[config.mk]
export PLATFORM = sky130hd
export DESIGN_NAME = host_read_select_port
export DESIGN_NICKNAME = d
export VERILOG_FILES = /design/src/verilog/host_read_pkg.sv /design/src/verilog/host_read_select_port.sv /design/src/verilog/pin_sync.sv
export SDC_FILE = /design/constraint.sdc
export NUM_CORES = 1
export LEC_CHECK = 0
export BUFFER_PORTS_ARGS = -buffer_cell sky130_fd_sc_hd__buf_4
export CAP_MARGIN = 0
export CORE_AREA = 2 2 86 88
export DETAILED_ROUTE_END_ITERATION = 10
export DIE_AREA = 0 0 88 90
export HOLD_SLACK_MARGIN = 0.06
export PLACE_DENSITY_LB_ADDON = 0.3
export SLEW_MARGIN = 15
export SYNTH_ARGS = -nofsm -noshare
export SYNTH_HDL_FRONTEND = slang
export SYNTH_SLANG_ARGS = --single-unit
export TNS_END_PERCENT = 5
[constraint.sdc]
create_clock -name core_clk -period 1.65 [get_ports core_clk]
set_clock_uncertainty 0.2 [all_clocks]
set_input_delay 0.2475 -clock core_clk [delete_from_list [all_inputs] [get_ports core_clk]]
set_output_delay 0.2475 -clock core_clk [all_outputs]
set_load 0.02 [all_outputs]
[src/verilog/host_read_pkg.sv]
package host_read_pkg;
  // Host address map
  localparam logic [2:0] ADDR_READ_SELECT   = 3'h5;
  localparam logic [2:0] ADDR_AGC_SAMPLE    = 3'h2;
  localparam logic [2:0] ADDR_STATUS        = 3'h7;
  // Read codes
  localparam logic [2:0] CODE_IQ            = 3'h0;
  localparam logic [2:0] CODE_MAGNITUDE_PHASE = 3'h1;
  localparam logic [2:0] CODE_FREQ          = 3'h2;
  localparam logic [2:0] CODE_LEVEL         = 3'h4;
  localparam logic [2:0] CODE_AGC_TIMING    = 3'h5;
  localparam logic [2:0] READ_CODE_RESET    = 3'h0;
  // Byte addresses within a code
  localparam logic [2:0] BYTE_0             = 3'h0;
  localparam logic [2:0] BYTE_1             = 3'h1;
  localparam logic [2:0] BYTE_2             = 3'h2;
  localparam logic [2:0] BYTE_3             = 3'h3;
  // Status byte field positions
  localparam int STAT_DEPTH_LSB             = 4;
  localparam int STAT_EMPTY                 = 3;
  localparam int STAT_FULL                  = 2;
  localparam int STAT_THRESH_N              = 1;
  localparam int STAT_LEVEL_DONE            = 0;
  // Widths and fill values
  localparam int AGC_MANT_W                 = 11;
  localparam int AGC_SHIFT_W                = 4;
  localparam int LEVEL_W                    = 24;
  localparam int DEPTH_W                    = 3;
  localparam logic [7:0] UNUSED_BYTE        = 8'h00;
  localparam logic [7:0] DATA_RESET         = 8'h00;
endpackage

[src/verilog/host_read_select_port.sv]
`timescale 1ns/1ps
`default_nettype none
// Overview of operation
// - Inside the read code, the three address lines pick which byte is returned.
// - The chosen byte is driven onto the data bus when the read strobe falls.
// - Read address 111 ignores the read code and returns the status byte.
// - Code 000 gives I and Q low/high, code 001 magnitude then phase, code 010 frequency.
// - Code 100 returns the 24-bit level detector result, low byte first, over addresses 0 to 2.
// - Code 101 addresses 0 and 1 give the 11-bit gain mantissa and four shift bits.
// - Code 101 addresses 2 and 3 give the timing error bytes with no stabilisation.
// - Status bits 6 to 4 show the FIFO depth while in FIFO buffer mode.
// - Status bit 3 is high while the FIFO is empty.
// - Status bit 2 is high while the FIFO is full.
// - Status bit 1 is low when the threshold or snapshot count is reached.
// - Status bit 0 is high when the level detector result is ready.
module host_read_select_port (
  // Clock, enable and reset
  input  wire logic        core_clk,
  input  wire logic        clk_en,
  input  wire logic        rst_n,
  // Host pins
  input  wire logic [2:0]  host_addr,
  input  wire logic        host_wr_n,
  input  wire logic        host_rd_n,
  input  wire logic [7:0]  host_data_in,
  output var  logic [7:0]  host_data_out,
  output logic             host_data_oe_n,
  // Buffered output words
  input  wire logic [15:0] buf_i,
  input  wire logic [15:0] buf_q,
  input  wire logic [15:0] buf_magnitude,
  input  wire logic [15:0] buf_phase,
  input  wire logic [15:0] buf_freq,
  // Level detector and gain
  input  wire logic [23:0] level_result,
  input  wire logic        level_done_a,
  input  wire logic [10:0] agc_mantissa,
  input  wire logic [3:0]  agc_shift,
  input  wire logic [15:0] timing_error,
  // Buffer state
  input  wire logic        fifo_mode,
  input  wire logic [2:0]  fifo_depth,
  input  wire logic        fifo_empty,
  input  wire logic        fifo_full,
  input  wire logic        output_threshold_flag_n,
  // Sampling strobe towards the gain block
  output logic             agc_sample_pulse
);
  logic       rst_meta;
  logic       rst_sync_n;
  logic [4:0] pins_sync;
  logic [2:0] addr_sync;
  logic [7:0] data_sync;
  logic       wr_n_d;
  logic       rd_n_d;
  logic [2:0] read_source_select;
  logic [7:0] next_data_out;
  logic [7:0] status_byte;
  logic [7:0] code_byte;
  logic [7:0] agc_hi;
  logic [7:0] agc_lo;
  logic [2:0] depth_field;
  logic       wr_rise;
  logic       rd_fall;
  logic       sample_q;
  logic       select_write;
  logic       agc_write;
  // Strobes and the low-active flag cross inverted, so a cleared synchroniser reads idle
  wire        wr_n_s   = !pins_sync[0];
  wire        rd_n_s   = !pins_sync[1];
  wire        done_s   = pins_sync[2];
  wire        thresh_n = !pins_sync[3];
  wire        mode_s   = pins_sync[4];

  always_ff @(posedge core_clk or negedge rst_n)
  begin
    if (!rst_n)
    begin
      rst_meta   <= 1'b0;
      rst_sync_n <= 1'b0;
    end
    else
    begin
      rst_meta   <= 1'b1;
      rst_sync_n <= rst_meta;
    end
  end

  // Strobes, address and data are all pins from the host domain
  pin_sync #(.WIDTH(16)) u_sync (
    .core_clk (core_clk),
    .rst_n    (rst_sync_n),
    .clk_en   (clk_en),
    .async_in ({host_data_in, host_addr, fifo_mode, ~output_threshold_flag_n,
                level_done_a, ~host_rd_n, ~host_wr_n}),
    .sync_out ({data_sync, addr_sync, pins_sync})
  );

  assign wr_rise = wr_n_s && !wr_n_d;
  assign rd_fall = !rd_n_s && rd_n_d;
  assign select_write = wr_rise && (addr_sync == host_read_pkg::ADDR_READ_SELECT);
  assign agc_write    = wr_rise && (addr_sync == host_read_pkg::ADDR_AGC_SAMPLE);

  // Status byte; depth only shown in FIFO mode
  assign depth_field = mode_s ? fifo_depth : 3'h0;
  assign status_byte = {1'b0,
                        depth_field,
                        fifo_empty,
                        fifo_full,
                        thresh_n,
                        done_s};

  localparam int AGC_MANT_W_HI = host_read_pkg::AGC_MANT_W - 1;

  // The high gain byte only has room for a pad bit, the shift bits and three mantissa bits
  if (host_read_pkg::AGC_SHIFT_W + host_read_pkg::AGC_MANT_W != 15)
  begin
    $error("gain fields do not fit the two gain bytes");
  end
  if (host_read_pkg::LEVEL_W != 24)
  begin
    $error("level result must span exactly three bytes");
  end

  assign agc_lo = agc_mantissa[7:0];
  assign agc_hi = {1'b0, agc_shift, agc_mantissa[AGC_MANT_W_HI:8]};

  always_comb
  begin
    code_byte = host_read_pkg::UNUSED_BYTE;
    case (read_source_select)
      host_read_pkg::CODE_IQ:
        case (addr_sync)
          host_read_pkg::BYTE_0: code_byte = buf_i[7:0];
          host_read_pkg::BYTE_1: code_byte = buf_i[15:8];
          host_read_pkg::BYTE_2: code_byte = buf_q[7:0];
          host_read_pkg::BYTE_3: code_byte = buf_q[15:8];
          default:               code_byte = host_read_pkg::UNUSED_BYTE;
        endcase
      host_read_pkg::CODE_MAGNITUDE_PHASE:
        case (addr_sync)
          host_read_pkg::BYTE_0: code_byte = buf_magnitude[7:0];
          host_read_pkg::BYTE_1: code_byte = buf_magnitude[15:8];
          host_read_pkg::BYTE_2: code_byte = buf_phase[7:0];
          host_read_pkg::BYTE_3: code_byte = buf_phase[15:8];
          default:               code_byte = host_read_pkg::UNUSED_BYTE;
        endcase
      host_read_pkg::CODE_FREQ:
        case (addr_sync)
          host_read_pkg::BYTE_0: code_byte = buf_freq[7:0];
          host_read_pkg::BYTE_1: code_byte = buf_freq[15:8];
          default:               code_byte = host_read_pkg::UNUSED_BYTE;
        endcase
      host_read_pkg::CODE_LEVEL:
        case (addr_sync)
          host_read_pkg::BYTE_0: code_byte = level_result[7:0];
          host_read_pkg::BYTE_1: code_byte = level_result[15:8];
          host_read_pkg::BYTE_2: code_byte = level_result[23:16];
          default:               code_byte = host_read_pkg::UNUSED_BYTE;
        endcase
      host_read_pkg::CODE_AGC_TIMING:
        case (addr_sync)
          host_read_pkg::BYTE_0: code_byte = agc_lo;
          host_read_pkg::BYTE_1: code_byte = agc_hi;
          // Live value, bytes of one word may straddle an update
          host_read_pkg::BYTE_2: code_byte = timing_error[7:0];
          host_read_pkg::BYTE_3: code_byte = timing_error[15:8];
          default:               code_byte = host_read_pkg::UNUSED_BYTE;
        endcase
      default: code_byte = host_read_pkg::UNUSED_BYTE;
    endcase
  end

  // Address 111 overrides the stored code
  assign next_data_out = (addr_sync == host_read_pkg::ADDR_STATUS) ?
                         status_byte : code_byte;

  // Strobe history; resets to the idle level so no false edge follows reset
  always_ff @(posedge core_clk or negedge rst_sync_n)
  begin
    if (!rst_sync_n)
    begin
      wr_n_d <= 1'b1;
      rd_n_d <= 1'b1;
    end
    else if (clk_en)
    begin
      wr_n_d <= wr_n_s;
      rd_n_d <= rd_n_s;
    end
  end

  always_ff @(posedge core_clk or negedge rst_sync_n)
  begin
    if (!rst_sync_n)
      read_source_select <= host_read_pkg::READ_CODE_RESET;
    else if (clk_en && select_write)
      read_source_select <= data_sync[2:0];
  end

  // Gain sample strobe, one cycle per write to the sample address
  always_ff @(posedge core_clk or negedge rst_sync_n)
  begin
    if (!rst_sync_n)
      sample_q <= 1'b0;
    else if (clk_en)
      sample_q <= agc_write;
  end

  // One capture per falling edge; each byte needs its own strobe
  always_ff @(posedge core_clk or negedge rst_sync_n)
  begin
    if (!rst_sync_n)
      host_data_out <= host_read_pkg::DATA_RESET;
    else if (clk_en && rd_fall)
      host_data_out <= next_data_out;
  end

  assign agc_sample_pulse = sample_q && clk_en;
  // Drive only while read strobe is low and the byte has been captured
  assign host_data_oe_n   = rd_n_s || rd_n_d;
endmodule
`default_nettype wire

[src/verilog/pin_sync.sv]
`timescale 1ns/1ps
`default_nettype none
// Two-stage synchroniser for a bundle of pin levels
module pin_sync #(
  parameter int WIDTH = 1
) (
  // Clock and reset
  input  wire logic             core_clk,
  input  wire logic             rst_n,
  input  wire logic             clk_en,
  // Levels
  input  wire logic [WIDTH-1:0] async_in,
  output var  logic [WIDTH-1:0] sync_out
);
  logic [WIDTH-1:0] meta;

  always_ff @(posedge core_clk or negedge rst_n)
  begin
    if (!rst_n)
    begin
      meta     <= '0;
      sync_out <= '0;
    end
    else if (clk_en)
    begin
      meta     <= async_in;
      sync_out <= meta;
    end
  end
endmodule
`default_nettype wire

# == Word-level counts from Yosys, hierarchy flattened ==
# Cells that the tools add are included.
# totals
ff_bits,38
input_bits,159
out_inout_bits,10
elab_cells,43
# op_classes
n_eq_ne,9
n_mux,8
n_bitwise,3
n_reduce_logical,14
# op_table
op,n
$pmux W8 S4,3
$pmux W8 S5,1
$pmux W8 S3,1
$pmux W8 S2,1
$eq A3 B3 Y1 const B,4
$eq A3 B2 Y1 const B,3
$mux W8,1
$logic_and A1 B1 Y1,7
$eq A3 B1 Y1 const B,2
$logic_not A3 Y1,2
$logic_not A1 Y1,4
$mux W3,1
$not A1 Y1,3
$logic_or A1 B1 Y1,1

# == Longest topological paths before layout ==
# depth
ltp_word,4
depth_mapped,8

# == Hierarchy ==
# Synthesis repeated with hierarchy kept, for this count alone.
# unflattened
cells_unflattened,280
area_unflattened_um2,3325.7
# modules_own_cells
module,n_inst,cells_per_inst,area_per_inst_um2,seq_area_each_um2
host_read_select_port,1,212,1980.6,402.9
pin_sync,1,68,1345.0,800.8

# == Worst setup path after synthesis ==
# Ideal clock, no wire load.
# synth_timing
path_type,register -> register
start,register u_sync.sync_out[5]
end,register host_data_out[6]
setup_time_ns,0.118
t_arrival_ns,1.528
required_ns,1.332
setup_slack_ns,-0.196
stages_incl_launch_ff,8
path_buffers,2
path_cell_list,dfrtp_1 > buf_6 > buf_12 > mux2i_1 > o22ai_1 > a222oi_1 > o211ai_1 > a21o_1
# synth_between
elab_chain_len,4
word_cells_on_any_way,12
# synth_lines
element,line,text
start: declaration,pin_sync.sv:13,output var logic [WIDTH-1:0] sync_out
start signal: assignment,pin_sync.sv:27,sync_out <= meta;
"$eq A3 B2 Y1, or another cell as far along","host_read_select_port.sv:133, host_read_select_port.sv:141, host_read_select_port.sv:162",
"$pmux W8 S4, or another cell as far along",host_read_select_port.sv:162,case (addr_sync)
$pmux W8 S5,host_read_select_port.sv:131,case (read_source_select)
$mux W8 (*),host_read_select_port.sv:175,assign next_data_out = (addr_sync == host_read_pkg::ADDR_STATUS) ?
end signal: assignment,host_read_select_port.sv:214,host_data_out <= host_read_pkg::DATA_RESET;
end signal: assignment,host_read_select_port.sv:216,host_data_out <= next_data_out;
end: declaration,host_read_select_port.sv:26,"output var logic [7:0] host_data_out,"
# Every way passes the cells marked *; elsewhere a longest branch is shown, timed or not.
# A chain may end at the register's enable or synchronous reset.

# == Final worst setup path ==
# Ends and elaborated chain as after synthesis.

==> summary.md <==
| Metric | Value |
|---|---|
| GRT met2 Usage | `39.33%` |
| Worst path cell trace | `buf_12 > buf_16 > mux4_2 > nand2_1 > o211ai_1 > a21o_1` |
| Die area | `7920 sq um` |
| Gpl congestion | `0.8078` |
| Pwr Total | `4234 uW` |
| WHS Endpoint | `host_data_out[3]` |
| GR peak layer | `met2` |
| Vias per cell | `5.110` |
| Die X | `88 microns` |
| EDFF count, synth | `0` |
| Share of cells above drive strength 1 | `54.21%` |
| Post-synth net total | `415` |
| Failing checks | `setup timing` |
| Post-synthesis async set-or-reset flop share | `100.0%` |
| Worst hold start | `level_result[11]` |
| Post-Route WL | `9140 microns` |
| Flop2flop setup slack | `-0.31 ns` |
| Crit path max-delay cell type | `mux4_2` |
| Number of max-cap violations | `0` |
| GRT Resource Usage Total | `22.55%` |
| Number of nets in the layout | `621` |
| Reg2Reg Depth | `6` |
| Core box area | `7020 sq um` |
| RSZ-0062 raised after global routing | `true` |
| Yosys cell types | `46` |
| Mapped Cells | `256` |
| Post-synthesis mux area share | `34.79%` |
| Initial antenna violation count | `0` |
| CTS root buffer | `clkbuf_8` |
| Crit-path max cell delay | `0.52 ns` |
| Clock transition at path regs | `0.07 ns` |
| Die height | `90 microns` |
| Worst hold slack | `0.1410 ns` |
| Commonest non-fill, non-tap cell in the layout | `buf_4` |
| Most frequent cells in the layout | `201 x buf_4, 56 x mux2i_1, 34 x dfrtp_1` |
| Seq cells post-synth | `38` |
| Filler cell count | `557` |
| DPL Wire Length | `7290 microns` |
| Fmax | `509.5 MHz` |
| Remaining antenna violation count | `0` |
| Row count | `31` |
| Synthesized area | `2744 sq um` |
| Residual DRC | `0` |
| Drt wl/cell | `16.26 microns` |
| Vias | `2,872` |
| Htree depth | `2` |
| Synth warn | `0` |
| Status | `complete, but fails checks` |
| WP data required | `1.64 ns` |
| Gr ovfl total | `0` |
| Post-Synth Adder-Cell Area | `0%` |
| Clk Latency, worst-skew pair | `0.29 ns` |
| CP Launch Type | `flip-flop` |
| Initial core utilization | `39.08%` |
| Met1 Track Usage GR | `27.80%` |
| PwrDens | `918.5 nW/um^2` |
| CTS tree | `done` |
| Crit end category | `flip-flop` |
| Met3 Use GR | `4.683%` |
| Synth Area in Simple Gates | `7.478%` |
| Number of diodes | `0` |
| Max clock buf depth | `2` |
| Critical R2R Launch | `u_sync.sync_out[5]` |
| Hold Crit Depth | `5` |
| Pleak | `0.002266 uW` |
| Synth area leaders | `dfrtp_1 33%, mux2i_1 20%, mux2_2 8.2%` |
| Global-route wire length before repair | `14,110 microns` |
| Register area share after synthesis | `34.75%` |
| Cell taking the most area after synthesis | `dfrtp_1` |
| Clk sinks | `38` |
| Crit Path Max Fanout | `23` |
| Setup-failing EPs final | `11` |
| Hold/Removal Path Class | `input pin to flip-flop` |
| Post-Synth XOR/XNOR Area | `0%` |
| Reg2reg end | `host_data_out[6]` |
| Layout area overhead | `67.99%` |
| Post-synth top flop | `dfrtp_1` |
| Syn Area/Cell | `10.72 sq um` |
| Final hold vios | `0` |
| Initial DRC Count | `115` |
| Port Buffers | `163` |
| Area share of the largest cell type after synthesis | `32.83%` |
| Vias in the first global route | `2,995` |
| Synth Area in Compound Gates | `16.87%` |
| I/O pins | `169` |
| Max VDD drop | `0.0006173 V` |
| Post-route setup slack | `-0.3127 ns` |
| CP Class | `flip-flop to flip-flop` |
| Num CTS Buffers | `5` |
| Largest net degree at the start of global routing | `37` |
| DR pass1 iterations | `5` |
| Critical Path AT | `1.95 ns` |
| Fin crit period | `1.963 ns` |
| Final Max Slew Viols | `0` |
| Fin crit share | `118.9%` |
| Largest family of logic cells by synthesized area | `multiplexers` |
-- kinds of logic (layout without fill, tap and decap cells) --
| group | count (synthesis) | count (layout) |
|---|---|---|
| other | 1 | 1 |
| AO/OA/AOI/OAI | 64 | 64 |
| buffers and inverters | 27 | 234 |
| flip-flops | 38 | 38 |
| multiplexers | 85 | 85 |
| AND/OR/NAND/NOR | 41 | 41 |
-- sequential cells by signal, summed over array words and instances, names as in the netlist --
register and cells:
u_sync.meta 11, u_sync.sync_out 11, host_data_out 8, read_source_select 3, rd_n_d 1, rst_meta 1, rst_sync_n 1, sample_q 1
wr_n_d 1
-- Yosys cell counts (all sizes together) (6+ instances only) --
| library cell | number |
|---|---|
| o22ai | 14 |
| mux4 | 6 |
| a2bb2oi | 7 |
| buf | 18 |
| o21ai | 10 |
| nand2 | 9 |
| mux2 | 23 |
| a21oi | 7 |
| dfrtp | 36 |
| mux2i | 56 |
| nor2 | 10 |
| nand3 | 7 |
-- final cells by class --
| class | instances | area (sq um) | area share, % |
|---|---|---|---|
| clock buffers | 7 | 86.33 | 1.873 |
| clock inverters | 1 | 5.005 | 0.1086 |
| inverters | 5 | 18.77 | 0.4072 |
| multi-input cells | 191 | 1659 | 35.99 |
| flip-flops and latches | 38 | 958.4 | 20.79 |
| well taps | 99 | 123.9 | 2.687 |
| repair buffers | 221 | 1758 | 38.14 |
-- critical path, delay by kind of cell, from the launching register on --
family / cells / cell delay, ns
AO/OA/AOI/OAI: 2 / 0.27
multiplexers: 1 / 0.52
AND/OR/NAND/NOR: 1 / 0.07
buffers and inverters: 2 / 0.35
flip-flops: 1 / 0.43
-- stage by stage --
step / setup slack (ns) / area, sq um / std cells / util, % / TNS, ns
3_5_place_dp: -0.4404 / 4295 / 537 / 61.18 / -4.087
6_report: -0.3127 / 4609 / 562 / 65.66 / -2.730
4_1_cts: -0.3207 / 4601 / 562 / 65.53 / -2.829
5_1_grt: -0.3933 / 4609 / 562 / 65.66 / -3.673
2_1_floorplan: -0.1883 / 2744 / 256 / - / -1.390
3_3_place_gp: -0.4070 / 4295 / 537 / 61.18 / -3.794
-- worst max path at each step --
stage                             from                to  slack (ns)  cells after the start
floorplan           u_sync.sync_out[5]  host_data_out[2]       -0.19                      7
global placement    u_sync.sync_out[5]  host_data_out[4]       -0.41                      4
detailed placement  u_sync.sync_out[5]  host_data_out[0]       -0.44                      6
CTS                 u_sync.sync_out[5]  host_data_out[6]       -0.32                      6
global route        u_sync.sync_out[5]  host_data_out[6]       -0.39                      6
finish              u_sync.sync_out[5]  host_data_out[6]       -0.31                      6
-- power by group --
group | switching (uW) | leakage, uW | internal, uW
registers | 184 | 0.000451 | 1150
logic | 1000 | 0.00177 | 1240
clock network | 324 | 0.0000482 | 337
-- routing by layer --
layer,up-vias,share of wire [%]
met5,-,0
met4,0,1.6
met1,1355,42
li1,1396,-
met2,107,49
met3,14,7.5
-- repair_timing --
item                       CTS  global route
hold buffers                15             0
pin swaps                    7             1
setup endpoints to repair   11            11
hold endpoints to repair    48             0
gates resized for setup     10             3
buffers inserted             2             0
Note: power is estimated with default switching activity, not from simulation.
